## src/verilog/ims_pkg.sv

```systemverilog
// Constants and encodings shared by the master status and own-address block
package ims_pkg;

   // Register indices; byte address is four times the index
   localparam logic [5:0] IDX_CTRL = 6'h01;
   localparam logic [5:0] IDX_CMD = 6'h03;
   localparam logic [5:0] IDX_MASK = 6'h04;
   localparam logic [5:0] IDX_MSR = 6'h06;
   localparam logic [5:0] IDX_SDA = 6'h08;

   // Master status bit positions
   localparam int B_IF = 0;
   localparam int B_TIP = 1;
   localparam int B_RELOAD_STATUS = 3;
   localparam int B_BLD = 4;
   localparam int B_AL = 5;
   localparam int B_BUSY = 6;
   localparam int B_ACK = 7;

   // Control and command bit positions
   localparam int C_TEN = 0;
   localparam int C_RELOAD = 4;
   localparam int K_START = 8;
   localparam int K_STOP = 9;
   localparam int K_GO = 10;

   // Reset values and widths
   localparam logic [7:0] MSR_RESET = 8'h10;
   localparam logic [9:0] SDA_RESET = 10'h000;
   localparam logic [7:0] MASK_RESET = 8'h00;
   localparam logic [4:0] TEN_PREFIX = 5'h1e;
   localparam logic [3:0] ACK_BIT = 4'h8;
   localparam logic [3:0] LAST_DATA_BIT = 4'h7;

   // Timing
   localparam int CLK_HZ = 200_000_000;
   localparam int SCL_HZ = 100_000;
   localparam int QUARTER = CLK_HZ / (4 * SCL_HZ);
   localparam int LOAD_DEFAULT = 1024;

   // Bus responses
   localparam logic [1:0] RESP_OKAY = 2'h0;
   localparam logic [1:0] RESP_SLVERR = 2'h2;

   // Byte engine states, Gray along idle-start-bits-stop-idle
   typedef enum logic [1:0] {
      E_IDLE = 2'h0,
      E_START = 2'h1,
      E_BITS = 2'h3,
      E_STOP = 2'h2
   } ims_eng_t;

endpackage : ims_pkg

```

## src/verilog/ims_master_status.sv

```systemverilog
// Master status, byte engine and own-address match for the two-wire controller
// Notes on behaviour
// - The transfer event flag (status bit 0) sets when a byte completes or arbitration is lost.
// - The interrupt line is high while the transfer event flag is set and its enable is 1.
// - Transfer-in-progress (bit 1) is 1 while a master byte transfer runs, 0 once it ends and any requested STOP has been sent.
// - A reload request starts an EEPROM reload; reload status (bit 3) is 1 until it is done.
// - Loader-done (bit 4) is 1 once loading has finished and 0 while it is under way.
// - Arbitration-lost (bit 5) sets on a STOP seen on the bus while this master sends a START or a byte.
// - Arbitration-lost also sets when this master releases SDA high but samples it low.
// - Bus busy (bit 6) sets after a START on the bus and clears after a STOP.
// - Bit 7 records the slave acknowledge after a byte, 1 for NACK, valid once transfer ends.
// - The own address is the high field (bits 9:8) above the low byte (bits 7:0).
// - In 7-bit addressing only address bits 6..0 are compared, bit 6 most significant.
// - In 10-bit addressing address bits 9..0 are compared, bit 9 most significant.
`timescale 1ns/100ps
module ims_master_status #(
   parameter int QUARTER_CYCLES = ims_pkg::QUARTER,
   parameter int LOAD_CYCLES = ims_pkg::LOAD_DEFAULT
) (
   // Clock and reset
   input wire logic aclk,
   input wire logic aresetn,
   // AXI4-Lite write channels
   input wire logic [7:0] s_axi_awaddr,
   input wire logic s_axi_awvalid,
   output logic s_axi_awready,
   input wire logic [31:0] s_axi_wdata,
   input wire logic [3:0] s_axi_wstrb,
   input wire logic s_axi_wvalid,
   output logic s_axi_wready,
   output logic [1:0] s_axi_bresp,
   output logic s_axi_bvalid,
   input wire logic s_axi_bready,
   // AXI4-Lite read channels
   input wire logic [7:0] s_axi_araddr,
   input wire logic s_axi_arvalid,
   output logic s_axi_arready,
   output logic [31:0] s_axi_rdata,
   output logic [1:0] s_axi_rresp,
   output logic s_axi_rvalid,
   input wire logic s_axi_rready,
   // Two-wire bus pins, open drain
   input wire logic scl_in,
   output logic scl_out,
   output logic scl_oe,
   input wire logic sda_in,
   output logic sda_out,
   output logic sda_oe,
   // Status outputs
   output logic controller_irq_line,
   output logic addr_match
);
   typedef struct packed {
      logic awready, wready, bvalid, aw_have, w_have, arready, rvalid;
      logic [1:0] bresp, rresp;
      logic [5:0] aw_idx;
      logic [15:0] wd;
      logic [1:0] ws;
      logic [31:0] rdata;
      logic ten, flag_if, flag_al, flag_ack, busy, reload_status, loader_done, stop_req;
      logic [7:0] mask, cmd_data;
      logic [9:0] own_addr;
      logic [15:0] load_cnt;
      ims_pkg::ims_eng_t eng;
      logic [9:0] qcnt;
      logic [1:0] phase;
      logic [3:0] bitn;
      logic [7:0] shreg;
      logic scl_oe, sda_oe, scl_d, sda_d;
      logic [7:0] mon_shift;
      logic [3:0] mon_cnt;
      logic [1:0] mon_byte;
      logic mon_hi_ok, match, irq;
   } ims_state_t;

   ims_state_t s;
   ims_state_t next_s;
   logic [1:0] pins_s;
   logic scl_s, sda_s, tick, start_det, stop_det, scl_rise;
   logic ev_done, ev_al, ack_ev, msr_rd, go_write, reload_go, sda_lost;
   logic [7:0] msr_val, nsh;

   // Pins come from outside the clock domain
   ims_sync2 #(.W(2)) u_sync (
      .aclk(aclk),
      .aresetn(aresetn),
      .din({scl_in, sda_in}),
      .dout(pins_s)
   );
   assign scl_s = pins_s[1];
   assign sda_s = pins_s[0];

   // Live status view; transfer-in-progress follows the engine
   assign msr_val = {s.flag_ack, s.busy, s.flag_al, s.loader_done, s.reload_status, 1'b0,
                     s.eng != ims_pkg::E_IDLE, s.flag_if};

   // Next-state logic for bus slave, engine, monitor and flags
   always_comb
   begin
      next_s = s;
      ev_done = 1'b0;
      ev_al = 1'b0;
      ack_ev = 1'b0;
      go_write = 1'b0;
      reload_go = 1'b0;
      sda_lost = 1'b0;
      msr_rd = 1'b0;
      next_s.scl_d = scl_s;
      next_s.sda_d = sda_s;
      scl_rise = scl_s & ~s.scl_d;
      start_det = s.scl_d & scl_s & s.sda_d & ~sda_s;
      stop_det = s.scl_d & scl_s & ~s.sda_d & sda_s;
      tick = (s.qcnt == 10'(QUARTER_CYCLES - 1));
      nsh = {s.mon_shift[6:0], sda_s};

      // Write channel: address and data taken in either order
      if (s.awready && s_axi_awvalid)
      begin
         next_s.aw_have = 1'b1;
         next_s.aw_idx = s_axi_awaddr[7:2];
      end
      if (s.wready && s_axi_wvalid)
      begin
         next_s.w_have = 1'b1;
         next_s.wd = s_axi_wdata[15:0];
         next_s.ws = s_axi_wstrb[1:0];
      end
      if (s.aw_have && s.w_have && !s.bvalid)
      begin
         next_s.aw_have = 1'b0;
         next_s.w_have = 1'b0;
         next_s.bvalid = 1'b1;
         next_s.bresp = ims_pkg::RESP_OKAY;
         unique case (s.aw_idx)
            ims_pkg::IDX_CTRL:
               if (s.ws[0])
               begin
                  next_s.ten = s.wd[ims_pkg::C_TEN];
                  reload_go = s.wd[ims_pkg::C_RELOAD] & ~s.reload_status;
               end
            ims_pkg::IDX_CMD:
            begin
               if (s.ws[0])
                  next_s.cmd_data = s.wd[7:0];
               go_write = s.ws[1] & s.wd[ims_pkg::K_GO] & (s.eng == ims_pkg::E_IDLE);
            end
            ims_pkg::IDX_MASK:
               if (s.ws[0])
                  next_s.mask = s.wd[7:0];
            ims_pkg::IDX_SDA:
            begin
               if (s.ws[0])
                  next_s.own_addr[7:0] = s.wd[7:0];
               if (s.ws[1])
                  next_s.own_addr[9:8] = s.wd[9:8];
            end
            ims_pkg::IDX_MSR: ;
            default: next_s.bresp = ims_pkg::RESP_SLVERR;
         endcase
      end
      if (s.bvalid && s_axi_bready)
         next_s.bvalid = 1'b0;
      // Ready again only once the previous response has gone
      next_s.awready = ~next_s.aw_have & ~next_s.bvalid & ~(s.awready & s_axi_awvalid);
      next_s.wready = ~next_s.w_have & ~next_s.bvalid & ~(s.wready & s_axi_wvalid);

      // Read channel; a status read has a clearing side effect
      if (s.arready && s_axi_arvalid)
      begin
         next_s.rvalid = 1'b1;
         next_s.rresp = ims_pkg::RESP_OKAY;
         unique case (s_axi_araddr[7:2])
            ims_pkg::IDX_CTRL: next_s.rdata = {27'h0, s.reload_status, 3'h0, s.ten};
            ims_pkg::IDX_CMD: next_s.rdata = {21'h0, s.eng != ims_pkg::E_IDLE,
                                              s.stop_req, 1'b0, s.cmd_data};
            ims_pkg::IDX_MASK: next_s.rdata = {24'h0, s.mask};
            ims_pkg::IDX_SDA: next_s.rdata = {22'h0, s.own_addr};
            ims_pkg::IDX_MSR:
            begin
               next_s.rdata = {24'h0, msr_val};
               msr_rd = 1'b1;
            end
            default:
            begin
               next_s.rdata = 32'h0;
               next_s.rresp = ims_pkg::RESP_SLVERR;
            end
         endcase
      end
      if (s.rvalid && s_axi_rready)
         next_s.rvalid = 1'b0;
      next_s.arready = ~next_s.rvalid;

      // Byte engine: four quarter-periods per SCL bit
      if (s.eng != ims_pkg::E_IDLE)
      begin
         next_s.qcnt = tick ? 10'h000 : s.qcnt + 10'h001;
         if (tick)
            next_s.phase = s.phase + 2'h1;
      end
      unique case (s.eng)
         ims_pkg::E_IDLE:
            if (go_write)
            begin
               next_s.qcnt = 10'h000;
               next_s.phase = 2'h0;
               next_s.bitn = 4'h0;
               next_s.shreg = next_s.cmd_data;
               next_s.stop_req = s.wd[ims_pkg::K_STOP];
               next_s.sda_oe = 1'b0;
               if (s.wd[ims_pkg::K_START])
                  next_s.eng = ims_pkg::E_START;
               else
               begin
                  next_s.eng = ims_pkg::E_BITS;
                  next_s.scl_oe = 1'b1;
               end
            end
         ims_pkg::E_START:
            if (tick)
               unique case (s.phase)
                  2'h0: next_s.scl_oe = 1'b0;
                  2'h1: next_s.sda_oe = 1'b1;
                  2'h2: next_s.scl_oe = 1'b1;
                  2'h3: next_s.eng = ims_pkg::E_BITS;
               endcase
         ims_pkg::E_BITS:
            if (tick)
               unique case (s.phase)
                  2'h0: next_s.sda_oe = (s.bitn == ims_pkg::ACK_BIT) ? 1'b0 : ~s.shreg[7];
                  2'h1: next_s.scl_oe = 1'b0;
                  2'h2:
                     if (s.bitn == ims_pkg::ACK_BIT)
                        ack_ev = 1'b1;
                     else if (!s.sda_oe && !sda_s)
                        sda_lost = 1'b1;
                  2'h3:
                  begin
                     next_s.scl_oe = 1'b1;
                     if (s.bitn == ims_pkg::ACK_BIT)
                     begin
                        ev_done = 1'b1;
                        next_s.eng = s.stop_req ? ims_pkg::E_STOP : ims_pkg::E_IDLE;
                     end
                     else
                     begin
                        next_s.bitn = s.bitn + 4'h1;
                        next_s.shreg = {s.shreg[6:0], 1'b0};
                     end
                  end
               endcase
         ims_pkg::E_STOP:
            if (tick)
               unique case (s.phase)
                  2'h0: next_s.sda_oe = 1'b1;
                  2'h1: next_s.scl_oe = 1'b0;
                  2'h2: next_s.sda_oe = 1'b0;
                  2'h3: next_s.eng = ims_pkg::E_IDLE;
               endcase
      endcase

      // Lost bus: a foreign STOP mid-transfer or SDA pulled low under us
      ev_al = sda_lost | (stop_det & (s.eng == ims_pkg::E_START
                                      || s.eng == ims_pkg::E_BITS));
      if (ev_al)
      begin
         next_s.eng = ims_pkg::E_IDLE;
         next_s.scl_oe = 1'b0;
         next_s.sda_oe = 1'b0;
      end

      // Sticky flags: a read clears, a same-cycle event wins
      next_s.flag_if = (s.flag_if & ~msr_rd) | ev_done | ev_al;
      next_s.flag_al = (s.flag_al & ~msr_rd) | ev_al;
      if (ack_ev)
         next_s.flag_ack = sda_s;
      else if (msr_rd)
         next_s.flag_ack = 1'b0;

      // Bus busy tracks START and STOP seen on the pins
      if (start_det)
         next_s.busy = 1'b1;
      else if (stop_det)
         next_s.busy = 1'b0;

      // Reload sequencer; the EEPROM read is timed, not parsed here
      if (reload_go)
      begin
         next_s.reload_status = 1'b1;
         next_s.loader_done = 1'b0;
         next_s.load_cnt = 16'(LOAD_CYCLES);
      end
      else if (s.load_cnt != 16'h0000)
      begin
         next_s.load_cnt = s.load_cnt - 16'h0001;
         if (s.load_cnt == 16'h0001)
         begin
            next_s.reload_status = 1'b0;
            next_s.loader_done = 1'b1;
         end
      end

      // Address monitor: nine SCL rises per byte, ninth is the acknowledge
      if (start_det || stop_det)
      begin
         next_s.mon_cnt = 4'h0;
         next_s.mon_byte = 2'h0;
         next_s.mon_hi_ok = 1'b0;
         next_s.match = 1'b0;
      end
      else if (scl_rise)
      begin
         if (s.mon_cnt == ims_pkg::ACK_BIT)
         begin
            next_s.mon_cnt = 4'h0;
            if (s.mon_byte != 2'h2)
               next_s.mon_byte = s.mon_byte + 2'h1;
         end
         else
         begin
            next_s.mon_shift = nsh;
            next_s.mon_cnt = s.mon_cnt + 4'h1;
            if (s.mon_cnt == ims_pkg::LAST_DATA_BIT && s.mon_byte == 2'h0)
            begin
               if (s.ten)
                  next_s.mon_hi_ok = (nsh[7:3] == ims_pkg::TEN_PREFIX)
                                     && (nsh[2:1] == s.own_addr[9:8]);
               else
                  next_s.match = (nsh[7:1] == s.own_addr[6:0]);
            end
            if (s.mon_cnt == ims_pkg::LAST_DATA_BIT && s.mon_byte == 2'h1 && s.ten)
               next_s.match = s.mon_hi_ok && (nsh == s.own_addr[7:0]);
         end
      end

      // Interrupt: unmasked sticky bits; mask bits 0, 5 and 7 enable the event, lost and acknowledge flags
      next_s.irq = |({next_s.flag_ack, 1'b0, next_s.flag_al, 4'h0, next_s.flag_if}
                     & next_s.mask);
   end

   // Single state register; status resets to loader-done only
   always_ff @(posedge aclk)
   begin
      if (!aresetn)
      begin
         s <= '0;
         s.loader_done <= ims_pkg::MSR_RESET[ims_pkg::B_BLD];
         s.mask <= ims_pkg::MASK_RESET;
         s.own_addr <= ims_pkg::SDA_RESET;
         s.eng <= ims_pkg::E_IDLE;
         s.scl_d <= 1'b1;
         s.sda_d <= 1'b1;
      end
      else
         s <= next_s;
   end

   // Port drive; open-drain pins only ever pull low
   assign s_axi_awready = s.awready;
   assign s_axi_wready = s.wready;
   assign s_axi_bresp = s.bresp;
   assign s_axi_bvalid = s.bvalid;
   assign s_axi_arready = s.arready;
   assign s_axi_rdata = s.rdata;
   assign s_axi_rresp = s.rresp;
   assign s_axi_rvalid = s.rvalid;
   assign scl_out = 1'b0;
   assign sda_out = 1'b0;
   assign scl_oe = s.scl_oe;
   assign sda_oe = s.sda_oe;
   assign controller_irq_line = s.irq;
   assign addr_match = s.match;
endmodule : ims_master_status

```

## src/verilog/ims_sync2.sv

```systemverilog
// Two-stage synchroniser for the bus pins
`timescale 1ns/100ps
module ims_sync2 #(
   parameter int W = 2
) (
   // Clock and reset
   input wire logic aclk,
   input wire logic aresetn,
   // Data
   input wire logic [W-1:0] din,
   output logic [W-1:0] dout
);
   typedef struct packed {
      logic [W-1:0] s1;
      logic [W-1:0] s2;
   } ims_sync_t;

   ims_sync_t s;
   ims_sync_t next_s;

   // Only the second stage looks at the first
   always_comb
   begin
      next_s.s1 = din;
      next_s.s2 = s.s1;
   end

   // Idle bus lines float high, so reset to ones
   always_ff @(posedge aclk)
   begin
      if (!aresetn)
         s <= '{s1: '1, s2: '1};
      else
         s <= next_s;
   end

   assign dout = s.s2;
endmodule : ims_sync2

```

## config.mk

```make
export PLATFORM = sky130hd
export DESIGN_NAME = ims_master_status
export DESIGN_NICKNAME = d
export VERILOG_FILES = /design/src/verilog/ims_pkg.sv /design/src/verilog/ims_master_status.sv /design/src/verilog/ims_sync2.sv
export SDC_FILE = /design/constraint.sdc
export NUM_CORES = 1
export LEC_CHECK = 0
export BUFFER_PORTS_ARGS = -buffer_cell sky130_fd_sc_hd__buf_2
export CAP_MARGIN = 20
export CORE_ASPECT_RATIO = 1.2
export CORE_MARGIN = 4
export CORE_UTILIZATION = 35
export DETAILED_ROUTE_END_ITERATION = 8
export SETUP_SLACK_MARGIN = 0.2
export SKIP_LAST_GASP = 1
export SYNTH_ARGS = -nofsm -noshare
export SYNTH_HDL_FRONTEND = slang
export SYNTH_SLANG_ARGS = --single-unit
```

## constraint.sdc

```tcl
create_clock -name aclk -period 3 [get_ports aclk]
set_input_delay 0.3 -clock aclk [delete_from_list [all_inputs] [get_ports aclk]]
set_output_delay 0.3 -clock aclk [all_outputs]
set_load 0.02 [all_outputs]
```

# Yosys cells after proc, flatten, opt, wreduce, memory -nomap -nowiden
# Cells that the tools add are included.
[totals] input_bits=61 out_inout_bits=47 wordCells=258 register_bits=162
[op_classes] reduce_logical=47 eq_ne=44 mux=79 n_addsub=6 n_bitwise=38
[ops] cell="$pmux W11 S5" count=1
[ops] cell="$mux W12" count=4
[ops] cell="$mux W8" count=5
[ops] cell="$mux W1" count=36
[ops] cell="$mux W2" count=18
[ops] cell="$mux W28" count=1
[ops] cell="$mux W26" count=1
[ops] cell="$eq A6 B3 Y1 const B" count=4
[ops] cell="$pmux W12 S2" count=1
[ops] cell="$mux W11" count=2
[ops] cell="$mux W10" count=2
[ops] cell="$and A1 B1 Y1" count=18
[ops] cell="$ne A2 B2 Y1 const B" count=9
[ops] cell="$eq A16 B1 Y1 const B" count=1
[ops] cell="$pmux W2 S4" count=2
[ops] cell="$reduce_and A8 Y1" count=2
[ops] cell="$reduce_bool A16 Y1" count=1
[ops] cell="$sub A16 B1 Y16 const B" count=1
[ops] cell="$not A1 Y1" count=15
[ops] cell="$reduce_and A3 Y1" count=5
[ops] cell="$mux W14" count=1
[ops] cell="$logic_and A1 B1 Y1" count=13
[ops] cell="$eq A6 B1 Y1 const B" count=2
[ops] cell="$eq A6 B2 Y1 const B" count=2
[ops] cell="31 further kinds" count=67

# Longest topological paths before layout
[depth] ltp_word=11 ltp_mapped=8 ltp_nobuf=7

# Cells and area by module
# Synthesis repeated with hierarchy kept, for this count alone.
[hier_totals] hier_cells=779 hier_area_um2=6810.3
[by_module_without_submodules] mod="ims_master_status" instances=1 area_per_inst_um2=6705.2 seq_area_each_um2=2702.6 cells_each=771
[by_module_without_submodules] mod="ims_sync2" instances=1 area_per_inst_um2=105.1 seq_area_each_um2=80.1 cells_each=8

# Worst setup path before layout
# No wires, ideal clock.
[synth_timing] path_kind="register -> register" start="register s[35] (netlist bit)" end="register s[28] (netlist bit)" path_slack_ps=797 arrival_ps=2083 synth_period_minus_slack_ps=2203 setup_ps=120 stages_incl_launch_ff=7 required_time_ps=2880 n_path_buf=0 path_cell_list="dfxtp_1 ha_1 or4b_4 or4_2 or2_1 a21bo_2 a21oi_1"
[synth_via] elab_chain_len=3
[synth_rtl] item="start, declared" line="ims_master_status.sv:76" rtl="ims_state_t s;"
[synth_rtl] item="start signal, assigned" line="ims_master_status.sv:355" rtl="s <= next_s;"
[synth_rtl] item="$eq A10 B9 Y1" line="ims_master_status.sv:113" rtl="tick = (s.qcnt == 10'(QUARTER_CYCLES - 1));"
[synth_rtl] item="$ne A2 B2 Y1 (no source line)"
[synth_rtl] item="$reduce_and A5 Y1 (no source line)"
# No other way between the ends.
# A chain may end at the register's enable or synchronous reset.

# Worst setup path in the final report
[layout_timing] start="register s[35] (netlist bit)" end="register s[29] (netlist bit)"
# Same word-level chain as after synthesis.

==> results.sh <==
export IMPL_root_buffer="clkbuf_16"
export IMPL_crit_chain="ha_1, or4b_4, or4_4, or2_0, mux2_2, nor2_2"
export IMPL_finalSetupTns_ns=0
export IMPL_post_dp_cell_area_mm2=0.00710
export IMPL_fin_area_mm2=0.00771
export IMPL_clk_pin_slew_ns=0.06
export IMPL_switching_share_pct=27.2
export IMPL_yosys_warnings=0
export IMPL_dp_hpwl_um=11200
export IMPL_cp_startpoint="s[35]"
export IMPL_die_h_um=160
export IMPL_cp_depth=6
export IMPL_maxSlewViolCount=0
export IMPL_synth_top_area_share_pct=41.3
export IMPL_route_antenna_remaining_nets=0
export IMPL_status="finished, final reports clean"
export IMPL_reg2reg_depth=6
export IMPL_vias=5475
export IMPL_seq_power_share_pct=42.2
export IMPL_synth_ff_type="dfxtp_1"
export IMPL_dieArea_mm2=0.0215
export IMPL_ys_types=67
export IMPL_maxCapViolations=0
export IMPL_critPathSlowestCell="or4b_4"
export IMPL_core_mm2=0.0189
export IMPL_skew_ns=0.00884
export IMPL_reg2reg_to="s[29]"
export IMPL_ys_seq_elements=139
export IMPL_clkPwrFrac_pct=43.6
export IMPL_critPathMaxStageDelay_ns=0.52
export IMPL_worstHoldStart="sda_in"
export IMPL_comb_power_share_pct=14.2
export IMPL_vias_per_cell=5.03
export IMPL_wl_um=15700
export IMPL_cts_resized=0
export IMPL_worstSkewPairLatency_ns=0.42
export IMPL_p_sw_mw=1.32
export IMPL_path_buf_inv=0
export IMPL_intPower_mw=3.54
export IMPL_synth_enable_flop_cells=0
export IMPL_post_cts_setup_buffers=0
export IMPL_cts_tree="yes"
export IMPL_cts_buffers=17
export IMPL_initial_core_util_pct=35.6
export IMPL_fp_dieW_um=135
export IMPL_crit_end="s[29]"
export IMPL_rows=55
export IMPL_period_needed_ns=2.44
export IMPL_grt_max_degree=41
export IMPL_async_flop_share_pct=0
export IMPL_drc=0
export IMPL_worstMarginPinSlew_ns=0.888
export IMPL_wl_per_cell_um=14.5
export IMPL_portBuffers=55
export IMPL_grt_setup_unrepaired="false"
export IMPL_overflow=0
export IMPL_cp_top_family="simple AND/OR/NAND/NOR gates"
export IMPL_fin_crit_sh_pct=81.2
export IMPL_antenna_found_initial=0
export IMPL_grt_pass1_vias=5150
export IMPL_drive_gt1_share_pct=15.0
export IMPL_syn_area_per_cell_um2=8.60
export IMPL_area_delta_synth_final_pct=14.4
export IMPL_routabilityCongestion=0.824
export IMPL_yosysSeqAreaShare_pct=41.3
export IMPL_synth_cell_area_mm2=0.00674
export IMPL_synth_top_cell_by_area="dfxtp_1"
export IMPL_crit_type="flip-flop to flip-flop"
export IMPL_slew_headroom_pct=40.3
export IMPL_setup_violations=0
export IMPL_path_max_fanout=8
export IMPL_diodes=0
export IMPL_fin_util_pct=40.7
export IMPL_cts_sinks=139
export IMPL_synth_area_leaders="dfxtp_1, mux2i_1, nor2_1, nand2_1, buf_4"
export IMPL_ioPinCount=108
export IMPL_hold_viol=0
export IMPL_netlist_instances=783
export IMPL_timing_rr_start="s[35]"
export IMPL_yosysMostFrequentCell="dfxtp_1"
export IMPL_grt_pass1_wl_um=25800
export IMPL_pwr_density_cell_mw_per_mm2=631
export IMPL_ir_drop_mv=0.329
export IMPL_h_tree_depth=4
export IMPL_ctsHoldBuffers=0
export IMPL_crit_arrival_ns=2.79
export IMPL_globalRouteTotalUtil_pct=14.8
export IMPL_fmax_mhz=410
export IMPL_max_clock_path_buffers=2
export IMPL_endpoint_kind="flip-flop"
export IMPL_nNetsFinal=895
export IMPL_power_leakage_nw=3.18
export IMPL_critical_path_required_ns=3.35
export IMPL_hold_path_class="primary input to flip-flop"
export IMPL_reg2reg_setup_slack_ns=0.56
export IMPL_drt_pre_antenna_iters=9
export IMPL_min_path_cells=2
export IMPL_cp_start_kind="flip-flop"
export IMPL_first_iter_violations=422
export IMPL_synth_commonest_cells="dfxtp_1, nor2_1, nand2_1, a21oi_1"
registers in the layout (all words and copies together) (netlist names), 2 cells and up:
name,count
u_sync.dout,2
u_sync.next_s,2
nsh,7
s_axi_rdata,11
s,100
msr_val,6
layer usage:
| layer | track usage (%) | up-vias | share of wire, % |
|---|---|---|---|
| li1 | - | 2768 | - |
| met1 | 19.3 | 2554 | 46 |
| met2 | 24.0 | 135 | 48 |
| met3 | 3.43 | 18 | 4.6 |
| met4 | 5.19 | 0 | 1.3 |
| met5 | 0 | - | 0 |
cell families after synthesis:
logic type               Yosys count  share of synthesized area [%]
AO/OA/AOI/OAI                    144                           13.6
XOR/XNOR                          32                           4.16
adder cells (fa/ha/maj)           15                           2.79
buffers and inverters             93                           7.35
flip-flops                       139                           41.3
multiplexers                      51                           7.82
other                              1                         0.0557
AND/OR/NAND/NOR                  308                           23.0
cell usage in the layout, fill, tap and decap left out, drive strengths merged, types with 4 or more instances in the layout:
cell type  synthesis  layout
a221oi             4       4
nand3b             6       6
a2bb2oi            6       6
xnor2             18      18
nor2b              4       4
o31ai              4       4
mux2              13      13
nand4             11      11
or4                6       6
o21ai             34      34
nand2b            11      11
mux2i             38      38
and3               6       6
nor4bb             4       4
a222oi             6       6
and2              15      15
or2                4       4
dfxtp            139     139
nor2              92      92
nor3              13      13
nor4               9       9
a21oi             52      52
ha                15      15
clkbuf            30      22
inv               20      20
o211a              5       5
buf               43      66
a211oi             5       5
a31oi              5       5
nand2             80      80
clkinv             0       7
conb               1      25
xor2              14      14
o211ai             8       8
nand3             27      27
cell type report:
cell class	count	area (um2)
Multi-Input combinational cell	575	3550
Fill cell	1919	11200
Tap cell	256	320
Clock buffer	22	494
Sequential cell	139	2780
Inverter	20	75.1
Timing Repair Buffer	66	370
Clock inverter	10	114
how the worst min path moves through the flow:
stage | end | slack, ns
6_report | u_sync.next_s[0] | 0.07
5_1_grt | u_sync.next_s[0] | 0.06
4_1_cts | u_sync.next_s[1] | 0.06
3_5_place_dp | u_sync.dout[0] | 0.39
3_3_place_gp | u_sync.dout[1] | 0.39
2_1_floorplan | u_sync.dout[0] | 0.39
power by group through the flow:
stage | Sequential [mW] | Combinational (mW) | Clock [mW]
floorplan | 2.07 | 0.588 | 0
global placement | 2.09 | 0.686 | 0
detailed placement | 2.09 | 0.689 | 0
CTS | 2.06 | 0.695 | 2.16
global route | 2.07 | 0.787 | 2.24
finish | 2.05 | 0.692 | 2.12
per-stage QoR:
stage | hold WS, ns | instances | setup slack [ns] | power, mW
final | 0.0668 | 1088 | 0.564 | 4.87
after global routing | 0.0591 | 1088 | 0.466 | 5.10
after CTS | 0.0621 | 1088 | 0.581 | 4.91
after detailed placement | 0.394 | 1056 | 0.604 | 2.78
after global placement | 0.390 | 1056 | 0.619 | 2.78
after floorplan | 0.386 | 807 | 0.797 | 2.66
worst register-to-register path: stages, from the launching register on:
cell     delay [ns]
dfxtp_1        0.38
ha_1           0.23
or4b_4         0.52
or4_4          0.45
or2_0          0.40
mux2_2         0.34
nor2_2         0.07
Note: power is estimated with default switching activity, not from simulation.
